[src/common/rcb_pkg.sv]
// Constants and types shared by the receive cell bus output block
// Overview of operation
// RL1 - Cell-available output tells the ATM layer that buffered cell data is readable.
// RL2 - Control bit 7 selects level 3 signaling at 0, level 1/2 at 1.
// RL3 - Bus width field bits 3:2: 00 inactive, 01 8-bit, 10 16-bit, 11 invalid.
// RL4 - In 8-bit width only lanes 15:8 are driven; lanes 7:0 stay inactive.
// RL5 - In 16-bit width all sixteen data lanes are driven during transfer.
// RL6 - 8-bit width carries 52-octet cells or 53-octet cells with header check byte.
// RL7 - 16-bit width carries 52-octet cells or 54-octet cells with check and stuff byte.
// RL8 - Cell size field bits 1:0: 00 52, 01 53, 10 54 octets, 11 unused.
// RL9 - Exactly the selected number of octets is transferred for every cell.
// RL10 - Only cell-level handshaking exists; no octet-level handshake in any mode.
// RL11 - Cell-available is 1 while at least one complete cell waits in the buffer.
// RL12 - Cell-available drops once less than one complete cell remains; the code keeps it high while the buffer is full.
// RL13 - The ATM layer watches cell-available and reads promptly when it is high.
// RL14 - Start-of-cell is high one interface clock period with each cell's first word.
// RL15 - Odd parity over each driven byte or word appears beside the data.
// RL16 - Data outputs change on the rising edge of the interface clock.
// RL17 - Data bus floats while read enable is high; ATM layer pulls it low to read.
// RL18 - Inactive or invalid width: no cells delivered and cell-available kept low.
// RL19 - Multi-PHY, back-to-back polling and direct status bits are only stored.
package rcb_pkg;

    // ------------------------------------------------------------
    // Register map
    // ------------------------------------------------------------
    localparam logic [15:0] RX_CELL_BUS_CONTROL_OFS = 16'h0403;
    // Level and width come up as "1" and inactive; size field comes up as 11
    localparam logic [7:0] RX_CELL_BUS_CONTROL_RST = 8'h83;
    localparam int CTRL_LEVEL_BIT = 7;
    localparam int CTRL_MULTI_PHY_BIT = 6;
    localparam int CTRL_B2B_POLL_BIT = 5;
    localparam int CTRL_DIRECT_STAT_BIT = 4;
    localparam int CTRL_WIDTH_LSB = 2;
    localparam int CTRL_SIZE_LSB = 0;

    // ------------------------------------------------------------
    // Field encodings
    // ------------------------------------------------------------
    localparam logic [1:0] WIDTH_INACTIVE = 2'h0;
    localparam logic [1:0] WIDTH_8 = 2'h1;
    localparam logic [1:0] WIDTH_16 = 2'h2;
    localparam logic [1:0] SIZE_52 = 2'h0;
    localparam logic [1:0] SIZE_53 = 2'h1;
    localparam logic [1:0] SIZE_54 = 2'h2;

    // Bus words per cell for each legal width and size pairing
    localparam logic [5:0] WORDS_8_52 = 6'h34;
    localparam logic [5:0] WORDS_8_53 = 6'h35;
    localparam logic [5:0] WORDS_16_52 = 6'h1A;
    localparam logic [5:0] WORDS_16_54 = 6'h1B;
    localparam logic [5:0] WORDS_NONE = 6'h00;

    // ------------------------------------------------------------
    // Buffer and bus geometry
    // ------------------------------------------------------------
    localparam int BUS_W = 16;
    localparam int FIFO_DEPTH = 16;
    localparam int CELL_CNT_W = 8;
    localparam logic [CELL_CNT_W-1:0] CELL_CNT_RST = 8'h00;

    typedef enum logic [1:0] {RCB_IDLE, RCB_IN_CELL} rcb_rd_state_t;

endpackage

[src/common/rcb_fifo_if.sv]
// Carrier between the cell bus output logic and its word buffer
`timescale 1ns/10ps
interface rcb_fifo_if #(
    parameter int WIDTH = 16
);
    logic wrValid;
    logic wrReady;
    logic [WIDTH-1:0] wrData;
    logic rdValid;
    logic rdReady;
    logic [WIDTH-1:0] rdData;
    logic full;

    modport store (input wrValid, output wrReady, input wrData,
                   output rdValid, input rdReady, output rdData, output full);
    modport user (output wrValid, input wrReady, output wrData,
                  input rdValid, output rdReady, input rdData, input full);
endinterface

[src/rtl/rcb_fifo.sv]
// Word buffer between cell processor and cell bus, registered read stage
`timescale 1ns/10ps
module rcb_fifo #(
    parameter int WIDTH = 16,
    parameter int DEPTH = 16
) (
    input wire logic clk,
    input wire logic rstn,
    rcb_fifo_if.store port
);
    localparam int AW = $clog2(DEPTH);

    logic [WIDTH-1:0] mem [DEPTH];
    logic [AW-1:0] wrPtr_r;
    logic [AW-1:0] rdPtr_r;
    logic [AW:0] count_r;
    logic [WIDTH-1:0] outData_r;
    logic outValid_r;
    logic doWrite;
    logic doLoad;

    // The output register counts as one more entry, so DEPTH words plus one can wait
    assign port.wrReady = (count_r != (AW+1)'(DEPTH));
    assign port.full = !port.wrReady;
    assign doWrite = port.wrValid && port.wrReady;
    assign doLoad = (count_r != '0) && (!outValid_r || port.rdReady);
    assign port.rdValid = outValid_r;
    assign port.rdData = outData_r;

    always_ff @(posedge clk) begin
        if (doWrite) begin
            mem[wrPtr_r] <= port.wrData;
        end
    end

    always_ff @(posedge clk) begin
        if (!rstn) begin
            wrPtr_r <= '0;
            rdPtr_r <= '0;
            count_r <= '0;
        end else begin
            if (doWrite) begin
                wrPtr_r <= (wrPtr_r == AW'(DEPTH - 1)) ? '0 : wrPtr_r + 1'b1;
            end
            if (doLoad) begin
                rdPtr_r <= (rdPtr_r == AW'(DEPTH - 1)) ? '0 : rdPtr_r + 1'b1;
            end
            count_r <= count_r + (AW+1)'(doWrite) - (AW+1)'(doLoad);
        end
    end

    always_ff @(posedge clk) begin
        if (!rstn) begin
            outValid_r <= 1'b0;
            outData_r <= '0;
        end else if (doLoad) begin
            outValid_r <= 1'b1;
            outData_r <= mem[rdPtr_r];
        end else if (port.rdReady) begin
            outValid_r <= 1'b0;
        end
    end
endmodule

[src/rtl/rcb_cell_bus_out.sv]
// Receive cell bus output: control register, cell buffer and link-side read logic
`timescale 1ns/10ps
module rcb_cell_bus_out #(
    parameter int FIFO_DEPTH = rcb_pkg::FIFO_DEPTH
) (
    input wire logic clk,
    input wire logic rstn,
    input wire logic [15:0] regAddr,
    input wire logic [7:0] regWrData,
    input wire logic regWrEn,
    input wire logic regRdEn,
    output logic [7:0] regRdData,
    input wire logic cellInValid,
    output logic cellInReady,
    input wire logic [15:0] cellInData,
    input wire logic rx_interface_clock,
    input wire logic read_enable_n,
    output logic [15:0] rx_cell_data_bus,
    output logic [1:0] rx_cell_data_bus_oe_n,
    output logic start_of_cell_out,
    output logic odd_parity_out,
    output logic cell_available_out,
    output logic fifo_empty_n_out,
    output logic level12Mode
);
    // ------------------------------------------------------------
    // Control register
    // ------------------------------------------------------------
    logic [7:0] ctrl_r;
    logic [1:0] busWidth;
    logic [1:0] cellSize;
    logic [5:0] cellWords;
    logic busActive;
    logic width8;

    always_ff @(posedge clk) begin
        if (!rstn) begin
            ctrl_r <= rcb_pkg::RX_CELL_BUS_CONTROL_RST;
        end else if (regWrEn && regAddr == rcb_pkg::RX_CELL_BUS_CONTROL_OFS) begin
            // Mode bits 6:4 are kept for software only (see RL19)
            ctrl_r <= regWrData;
        end
    end

    always_ff @(posedge clk) begin
        if (!rstn) begin
            regRdData <= 8'h00;
        end else if (regRdEn) begin
            regRdData <= (regAddr == rcb_pkg::RX_CELL_BUS_CONTROL_OFS) ? ctrl_r : 8'h00;
        end
    end

    assign busWidth = ctrl_r[rcb_pkg::CTRL_WIDTH_LSB +: 2];
    assign cellSize = ctrl_r[rcb_pkg::CTRL_SIZE_LSB +: 2];
    assign level12Mode = ctrl_r[rcb_pkg::CTRL_LEVEL_BIT]; // see RL2

    // Illegal pairings fall to zero words, which idles the bus like an inactive width
    always_comb begin
        cellWords = rcb_pkg::WORDS_NONE;
        case (busWidth)
            rcb_pkg::WIDTH_8: begin // see RL3
                if (cellSize == rcb_pkg::SIZE_52) begin // see RL6
                    cellWords = rcb_pkg::WORDS_8_52;
                end else if (cellSize == rcb_pkg::SIZE_53) begin // see RL8
                    cellWords = rcb_pkg::WORDS_8_53;
                end
            end
            rcb_pkg::WIDTH_16: begin
                if (cellSize == rcb_pkg::SIZE_52) begin // see RL7
                    cellWords = rcb_pkg::WORDS_16_52;
                end else if (cellSize == rcb_pkg::SIZE_54) begin
                    cellWords = rcb_pkg::WORDS_16_54;
                end
            end
            default: begin // see RL18
                cellWords = rcb_pkg::WORDS_NONE;
            end
        endcase
    end

    assign busActive = (cellWords != rcb_pkg::WORDS_NONE);
    assign width8 = (busWidth == rcb_pkg::WIDTH_8);

    // ------------------------------------------------------------
    // Word buffer
    // ------------------------------------------------------------
    rcb_fifo_if #(.WIDTH(rcb_pkg::BUS_W + 1)) buf_if ();

    rcb_fifo #(
        .WIDTH(rcb_pkg::BUS_W + 1),
        .DEPTH(FIFO_DEPTH)
    ) u_buf (
        .clk(clk),
        .rstn(rstn),
        .port(buf_if.store)
    );

    // Write side tags the last word of each cell so the read side needs no count of its own
    logic [5:0] wrCnt_r;
    logic wrLast;
    logic wrTake;

    assign wrLast = (wrCnt_r == cellWords - 6'h01);
    assign wrTake = cellInValid && buf_if.wrReady;
    assign buf_if.wrValid = cellInValid;
    assign buf_if.wrData = {wrLast, cellInData};
    assign cellInReady = buf_if.wrReady;

    always_ff @(posedge clk) begin
        if (!rstn) begin
            wrCnt_r <= 6'h00;
        end else if (!busActive) begin
            wrCnt_r <= 6'h00;
        end else if (wrTake) begin
            wrCnt_r <= wrLast ? 6'h00 : wrCnt_r + 6'h01; // see RL9
        end
    end

    // ------------------------------------------------------------
    // Link pin synchronisers
    // ------------------------------------------------------------
    logic lclkS1_r;
    logic lclkS2_r;
    logic lclkS3_r;
    logic renS1_r;
    logic renS2_r;
    logic linkRise;

    always_ff @(posedge clk) begin
        if (!rstn) begin
            lclkS1_r <= 1'b0;
            lclkS2_r <= 1'b0;
            lclkS3_r <= 1'b0;
            renS1_r <= 1'b1;
            renS2_r <= 1'b1;
        end else begin
            lclkS1_r <= rx_interface_clock;
            lclkS2_r <= lclkS1_r;
            lclkS3_r <= lclkS2_r;
            renS1_r <= read_enable_n;
            renS2_r <= renS1_r;
        end
    end

    // Edge seen about two system clocks late; the link runs far slower
    assign linkRise = lclkS2_r && !lclkS3_r; // see RL16

    // ------------------------------------------------------------
    // Read side: one word per link edge while read enable is low
    // ------------------------------------------------------------
    rcb_pkg::rcb_rd_state_t rdState_r;
    logic [5:0] rdCnt_r;
    logic [rcb_pkg::CELL_CNT_W-1:0] cellCnt_r;
    logic pop;
    logic popLast;
    logic [15:0] word;

    // A word leaves only on a link edge with enable sampled low: no per-octet handshake
    assign pop = linkRise && !renS2_r && busActive && buf_if.rdValid; // see RL10
    assign popLast = pop && buf_if.rdData[rcb_pkg::BUS_W];
    assign buf_if.rdReady = pop;
    assign word = buf_if.rdData[15:0];

    always_ff @(posedge clk) begin
        if (!rstn) begin
            rdState_r <= rcb_pkg::RCB_IDLE;
            rdCnt_r <= 6'h00;
        end else if (!busActive) begin
            rdState_r <= rcb_pkg::RCB_IDLE;
            rdCnt_r <= 6'h00;
        end else if (pop) begin
            case (rdState_r)
                rcb_pkg::RCB_IDLE: begin
                    rdState_r <= popLast ? rcb_pkg::RCB_IDLE : rcb_pkg::RCB_IN_CELL;
                    rdCnt_r <= popLast ? 6'h00 : 6'h01;
                end
                rcb_pkg::RCB_IN_CELL: begin
                    rdState_r <= popLast ? rcb_pkg::RCB_IDLE : rcb_pkg::RCB_IN_CELL;
                    rdCnt_r <= popLast ? 6'h00 : rdCnt_r + 6'h01; // see RL9
                end
                default: begin
                    rdState_r <= rcb_pkg::RCB_IDLE;
                    rdCnt_r <= 6'h00;
                end
            endcase
        end
    end

    // Data, start-of-cell and parity move together on the link edge
    always_ff @(posedge clk) begin
        if (!rstn) begin
            rx_cell_data_bus <= 16'h0000;
            odd_parity_out <= 1'b1;
        end else if (pop) begin
            if (width8) begin
                rx_cell_data_bus <= {word[7:0], 8'h00}; // see RL4
                odd_parity_out <= ~^word[7:0]; // see RL15
            end else begin
                rx_cell_data_bus <= word; // see RL5
                odd_parity_out <= ~^word;
            end
        end
    end

    always_ff @(posedge clk) begin
        if (!rstn) begin
            start_of_cell_out <= 1'b0;
        end else if (pop) begin
            start_of_cell_out <= (rdState_r == rcb_pkg::RCB_IDLE); // see RL14
        end else if (linkRise) begin
            start_of_cell_out <= 1'b0;
        end
    end

    // Lane enables low while driving; upper lane is bit 1
    always_comb begin
        if (renS2_r || !busActive) begin
            rx_cell_data_bus_oe_n = 2'b11; // see RL17
        end else if (width8) begin
            rx_cell_data_bus_oe_n = 2'b01; // see RL4
        end else begin
            rx_cell_data_bus_oe_n = 2'b00; // see RL5
        end
    end

    // ------------------------------------------------------------
    // Cell accounting and cell-available
    // ------------------------------------------------------------
    logic wrCellDone;

    assign wrCellDone = wrTake && wrLast && busActive;

    // Write and read of a cell end in one cycle cancel, so neither event is lost
    always_ff @(posedge clk) begin
        if (!rstn) begin
            cellCnt_r <= rcb_pkg::CELL_CNT_RST;
        end else if (!busActive) begin
            cellCnt_r <= rcb_pkg::CELL_CNT_RST;
        end else if (wrCellDone && !popLast) begin
            cellCnt_r <= cellCnt_r + 1'b1; // see RL11
        end else if (popLast && !wrCellDone && cellCnt_r != '0) begin
            cellCnt_r <= cellCnt_r - 1'b1; // see RL12
        end
    end

    // The buffer is shorter than a cell: a full buffer also flags a cell, since the
    // source then holds the rest and back-pressure paces it into the drained words
    assign cell_available_out = busActive && // see RL18
        ((cellCnt_r != '0) || buf_if.full); // see RL1
    assign fifo_empty_n_out = buf_if.rdValid;
endmodule

[config.mk]
export PLATFORM = sky130hd
export DESIGN_NAME = rcb_cell_bus_out
export DESIGN_NICKNAME = d
export VERILOG_FILES = /design/src/common/rcb_pkg.sv /design/src/common/rcb_fifo_if.sv /design/src/rtl/rcb_fifo.sv /design/src/rtl/rcb_cell_bus_out.sv
export SDC_FILE = /design/constraint.sdc
export NUM_CORES = 1
export LEC_CHECK = 0
export BUFFER_PORTS_ARGS = -buffer_cell sky130_fd_sc_hd__buf_2
export CAP_MARGIN = 25
export CORE_UTILIZATION = 55
export CTS_BUF_LIST = sky130_fd_sc_hd__clkbuf_2 sky130_fd_sc_hd__clkbuf_4 sky130_fd_sc_hd__clkbuf_8
export DETAILED_ROUTE_END_ITERATION = 8
export MAX_ROUTING_LAYER = met4
export PLACE_DENSITY = 0.76
export SLEW_MARGIN = 20
export SYNTH_ARGS = -nofsm -noshare
export SYNTH_HDL_FRONTEND = slang
export SYNTH_SLANG_ARGS = --single-unit
[constraint.sdc]
create_clock -name clk -period 4.45 [get_ports clk]
set_input_delay 0.2225 -clock clk [delete_from_list [all_inputs] [get_ports clk]]
set_output_delay 0.2225 -clock clk [all_outputs]
set_load 0.01 [all_outputs]
======== Yosys cells after proc, flatten, opt, wreduce, memory -nomap -nowiden ========
Memories as Yosys holds them, arrays and structs flattened. A register that Yosys moved wholly into a read port is not among the register bits.
Index checks and enable logic that the tools add are counted.
storage, ports and cells
  memory bits (writable) .................. 272
  output and inout port bits .............. 32
  bits in registers ....................... 69
  logic and storage cells ................. 96
  memories ................................ 1
  input bits .............................. 47
operators by class
  muxes and demuxes ....................... 23
  add/subtract/negate cells ............... 8
  reductions and logical operators ........ 37
  eq/ne operators ......................... 10
memory list
  name       words  bits a word  read ports  clocked after Yosys merged registers in  wr ports  line            text
  u_buf.mem  16     17           1           1                                        1         rcb_fifo.sv:13  logic [WIDTH-1:0] mem [DEPTH];
operator list
  cell                                                                count
  8-bit two-way mux                                                   3
  6-bit two-way mux                                                   3
  16-bit by 11-bit == test with 1-bit output, second input constant   1
  16-bit two-way mux                                                  1
  16-bit XNOR reduction                                               1
  1-bit logical AND                                                   14
  6-bit one-hot mux with 2 select lines                               1
  1-bit two-way mux                                                   10
  5-bit two-way mux                                                   2
  4-bit by 1-bit adder with 4-bit output, second input constant       2
  8-bit by 1-bit adder with 8-bit output, second input constant       1
  4-bit == test, second input constant                                2
  1-bit logical NOT                                                   8
  4-bit two-way mux                                                   2
  8-bit nonzero test                                                  1
  8-bit XNOR reduction                                                1
  8-bit by 1-bit subtractor with 8-bit output, second input constant  1
  6-bit by 1-bit adder with 6-bit output, second input constant       1
  2-bit by 1-bit == test with 1-bit output, second input constant     3
  6-bit == test                                                       1
  2-bit nonzero test                                                  3
  6-bit nonzero test                                                  1
  6-bit by 1-bit subtractor with 6-bit output, second input constant  1
  5-bit by 1-bit adder with 5-bit output                              1
  9 further kinds                                                     13

======== Logic depth before layout (Yosys ltp) ========
  word-level depth ........................ 13
  mapped depth ............................ 22
  gate-level depth less buffers ........... 20

======== Hierarchy ========
Synthesis repeated with hierarchy kept, for this count alone.
second synthesis, totals
  cells, all modules ...................... 971
  area, all modules ....................... 14657.8 um^2
by module, submodules not included
  module            cells an instance  sequential area each (um^2)  instances  area each (um^2)
  rcb_fifo          649                8788.4                       1          11732.5
  rcb_cell_bus_out  322                1081.0                       1          2925.3

======== Worst setup path before layout ========
No wires, ideal clock.
  path type ............................... register to register
  from .................................... register ctrl_r[2]
  to ...................................... register cellCnt_r[7] (netlist name)
  buffers on the path ..................... 0
  setup slack ............................. -86 ps
  data arrival time ....................... 4464 ps
  clock period less this slack ............ 4536 ps
  data required time ...................... 4378 ps
  setup time .............................. 72 ps
  cell stages (with the launch flop) ...... 18
  cells stage by stage .................... dfxtp_1 inv_1 ha_1 or3b_2 ha_1 xor2_1 or3b_1 a31oi_1 o211a_1 nand4_2 ha_1 a21o_1 a211o_1 a21oi_1 o21bai_1 a21o_1 mux2i_1 mux2i_1
between the ends
  cells in the longest elaborated chain, start to end .. 10
  elaborated cells between the ends (all ways) .. 19
  classes of those cells .................. 1 x add/sub; 3 x eq/ne; 2 x mux; 13 x reduce/logical
RTL lines
  element                                                                           line                     text
  start: declaration                                                                rcb_cell_bus_out.sv:29   logic [7:0] ctrl_r;
  start signal: assignment                                                          rcb_cell_bus_out.sv:38   ctrl_r <= rcb_pkg::RX_CELL_BUS_CONTROL_RST;
  start signal: assignment                                                          rcb_cell_bus_out.sv:41   ctrl_r <= regWrData;
  2-bit == test / 2-bit by 1-bit == test with 1-bit output (equally long branches)  rcb_cell_bus_out.sv:60   case (busWidth)
  6-bit one-hot mux with 2 select lines (*)                                         rcb_cell_bus_out.sv:60
  6-bit by 1-bit subtractor with 6-bit output (*)                                   rcb_cell_bus_out.sv:103  assign wrLast = (wrCnt_r == cellWords - 6'h01);
  6-bit == test (*)                                                                 rcb_cell_bus_out.sv:103
  named net wrLast                                                                  rcb_cell_bus_out.sv:100  logic wrLast;
  1-bit logical AND (*) (2 in a row)                                                rcb_cell_bus_out.sv:231  assign wrCellDone = wrTake && wrLast && busActive;
  1-bit logical NOT                                                                 rcb_cell_bus_out.sv:241  end else if (popLast && !wrCellDone && cellCnt_r != '0) begin
  1-bit logical AND (2 in a row)                                                    rcb_cell_bus_out.sv:241
  2-bit nonzero test (no line)                                                      n/a
  end signal: assignment                                                            rcb_cell_bus_out.sv:238  cellCnt_r <= rcb_pkg::CELL_CNT_RST;
  end signal: assignment                                                            rcb_cell_bus_out.sv:240  cellCnt_r <= cellCnt_r + 1'b1;
  end signal: assignment                                                            rcb_cell_bus_out.sv:242  cellCnt_r <= cellCnt_r - 1'b1;
  end: declaration                                                                  rcb_cell_bus_out.sv:153  logic [rcb_pkg::CELL_CNT_W-1:0] cellCnt_r;
Mark *: on every way through the listed nets, which the timed path passes. The rest lies on a longest branch.
A chain may end at the register's enable or synchronous reset.

======== Worst setup path in the final report ========
  from .................................... register ctrl_r[2]
  to ...................................... register cellCnt_r[6] (netlist name)
The elaborated chain is that of the path after synthesis.

==> flow_summary.yaml <==
status:
  status: "finished clean"
worst_setup_path:
  end_kind: "flop"
  crit_type: "reg -> reg"
  worstReg2RegEnd: "cellCnt_r[6]$_SDFFE_PN0P_"
  r2r_slack_ns: 0.29
  critPathMaxFanout: 14
  ff2ff_path_depth: 18
  critPathArrivalTime_ns: 4.68
  start_kind: "flop"
  r2r-start: "ctrl_r[2]$_SDFFE_PN0P_"
  worst_ep_required_time_ns: 4.97
min_path:
  hp-class: "in -> reg"
  hold_end: "u_buf.mem[7][6]$_DFFE_PP_"
  hp-start: "cellInData[6]"
  worstHoldPathCells: 1
pwr:
  total_power_mw: 8.055
  p_per_area_mw_per_mm2: 477.2
  peakVddDrop_mv: 0.3430
  p_leak_nw: 5.835
placed_design:
  place_hpwl_um: 17360
  place_area_sq_mm: 0.01547
  place_congestion: 0.7982
  port_buffers: 78
sta:
  tightest_slew_ns: 0.9466
  tns_ns: 0
  finalCritPeriodShare_pct: 93.49
  slew_headroom_pct: 36.89
  drv_slew: 0
  fin_crit_ns: 4.160
  setup_violations: 0
  rsz0062_at_grt: "no"
  final_hold_viol_count: 0
  final.setup_skew_ns: 0.02276
  fmax_mhz: 240.4
global_route:
  grt_overflow: 0
  antenna_found_initial: 0
  grt_pass1_vias: 8035
  grt_usage_pct: 23.21
  grt_pass1_wl_um: 44890
  grt_max_degree: 49
clock_tree:
  clk_latency_ns: 0.58
  path_clk_slew_ns: 0.07
  clkSinkCount: 357
  cts_max_level: 2
  cts_made_buffers: 53
  cts_tree: "built"
  cts-root-buf: "clkbuf_8"
  cts_setup_buffers: 0
  cts_buffer_depth: 3
route:
  routed_wl_um: 29760
  drt_iter0_markers: 635
  viasPerCell: 5.746
  ant_nets: 0
  vias: 8056
  drc: 0
  firstDrtPassIters: 5
  routedWlPerCell_um: 21.22
floorplan:
  ios: 79
  die-area_sq_mm: 0.02707
  die_w_um: 164.5
  initial_core_util_pct: 55.92
  die_h_um: 164.5
  coreArea_sq_mm: 0.02598
  row_count: 59
synthesis:
  synth-edff-count: 272
  synth_top_area_share_pct: 56.21
  syn_inst: 880
  ys.flop_type: "edfxtp_1"
  synth_seq_cells: 357
  synth_cell_types: 51
  synth_nets: 952
  yosys_warnings: 0
  syn_area_per_cell_sq_um: 16.51
  netlist_top_cells_area: "edfxtp_1 56%, mux4_2 13%, dfxtp_1 12%, nand2_1 2.3%, ha_1 2.0%"
  yosys.area.top_type: "edfxtp_1"
  synthArstFlopShare_pct: 0
  netlist_area_sq_mm: 0.01453
  yosysSeqAreaShare_pct: 67.92
layout:
  fillers: 1771
  final_common_cell: "edfxtp_1"
  stdcell_area_sq_mm: 0.01688
  drive_gt1_share_pct: 29.15
  final_cell_mix: "272 x edfxtp_1, 88 x nand2_1, 85 x mux4_2"
  nets: 1099
  antenna_cells: 0
  syn_to_final_growth_pct: 16.16
job:
  drv_cap: 0
[sequential cells by signal, indices dropped and copies added (netlist names), 4 cells and up]
register           cells
rx_cell_data_bus      16
wrCnt_r                6
u_buf.wrPtr_r          4
ctrl_r                 8
u_buf.mem            272
u_buf.rdPtr_r          4
u_buf.count_r          5
u_buf.port.rdData     17
cellCnt_r              8
regRdData              8
[metal layers]
layer	up-vias	GRT usage (%)	wire length, um
met3	57	4.571	2041
met2	317	38.03	14760
met5	-	-	0
li1	3699	-	-
met1	3983	29.43	12350
met4	0	7.089	599
[critical path, stage by stage, from the launching register on]
cell and delay (ns):
dfxtp_2 0.35, inv_1 0.05, ha_1 0.33, or3b_2 0.51, ha_2 0.24, xor2_1 0.16
or3b_1 0.35, a31oi_1 0.17, o211a_2 0.25, nand4_4 0.11, buf_4 0.22, ha_1 0.33
a21oi_1 0.15, o21ai_0 0.14, a21o_1 0.20, a21oi_1 0.17, xnor2_1 0.13, o21ai_0 0.09
a21oi_1 0.15
[Yosys cell counts, types with 4 or more instances]
cell type and instances:
edfxtp_1 272, nand2_1 88, dfxtp_1 85, mux4_2 85, a21boi_0 37, clkbuf_1 30
nor2_1 27, ha_1 23, xnor2_1 23, inv_1 18, mux2i_1 18, nand3_1 18
a21oi_1 17, nand2b_1 16, o21ai_0 12, and2_1 11, nand3b_1 11, o211a_1 10
xor2_1 10, nor2b_1 8, buf_2 7, nor3_1 6, a21o_1 5, nor4_1 4
[area by class of cell]
cell class / instances / area [sq um] / area share, %
clock buffers: 74 / 924.6 / 5.478
inverters: 20 / 75.07 / 0.4448
flip-flops and latches: 357 / 9876 / 58.51
multi-input cells: 462 / 4497 / 26.64
repair buffers: 133 / 898.4 / 5.322
well taps: 335 / 419.2 / 2.483
clock inverters: 21 / 188.9 / 1.119
[logic make-up (layout without fill, tap and decap cells)]
logic type               after synthesis  in the layout  share of synthesized area [%]
AO/OA/AOI/OAI                         95             95                          4.779
XOR/XNOR                              33             33                          1.989
adder cells (fa/ha/maj)               25             25                          2.256
buffers and inverters                 61            248                          1.662
flip-flops                           357            357                          67.92
multiplexers                         103            103                          14.41
AND/OR/NAND/NOR                      206            206                          6.975
[repair_timing]
action,CTS,global route
hold buffers,25,0
setup endpoints to repair,0,2
gates resized for setup,0,4
endpoints found under the hold margin,137,0
[worst max-delay path by stage]
stage,end,depth (start not counted),from
final,cellCnt_r[6]$_SDFFE_PN0P_,18,ctrl_r[2]$_SDFFE_PN0P_
after global routing,cellCnt_r[6]$_SDFFE_PN0P_,18,ctrl_r[2]$_SDFFE_PN0P_
after CTS,cellCnt_r[7]$_SDFFE_PN0P_,17,ctrl_r[2]$_SDFFE_PN0P_
after detailed placement,cellCnt_r[7]$_SDFFE_PN0P_,17,ctrl_r[2]$_SDFFE_PN0P_
after global placement,cellCnt_r[7]$_SDFFE_PN0P_,17,ctrl_r[2]$_SDFFE_PN0P_
after floorplan,cellCnt_r[7]$_SDFFE_PN0P_,17,ctrl_r[2]$_SDFFE_PN0P_
[power by group]
part / leakage (nW) / total, mW / switching [mW] / internal, mW
sequential: 3.15 / 3.92 / 0.188 / 3.74
clock: 0.592 / 2.74 / 1.21 / 1.53
combinational: 2.09 / 1.39 / 0.662 / 0.732
total: 5.84 / 8.05 / 2.06 / 5.99
[metrics by stage]
stage,std cells,hold WS [ns],worst slack (ns),util (%)
after floorplan,880,0.3214,0.1062,-
after global placement,1281,0.3993,0.1833,59.52
after detailed placement,1281,0.4033,0.1047,59.52
after CTS,1401,0.001476,0.08611,64.77
after global routing,1402,0.001792,0.002710,64.96
final,1402,0.01764,0.2899,64.96
(Power assumes the default switching activity.)
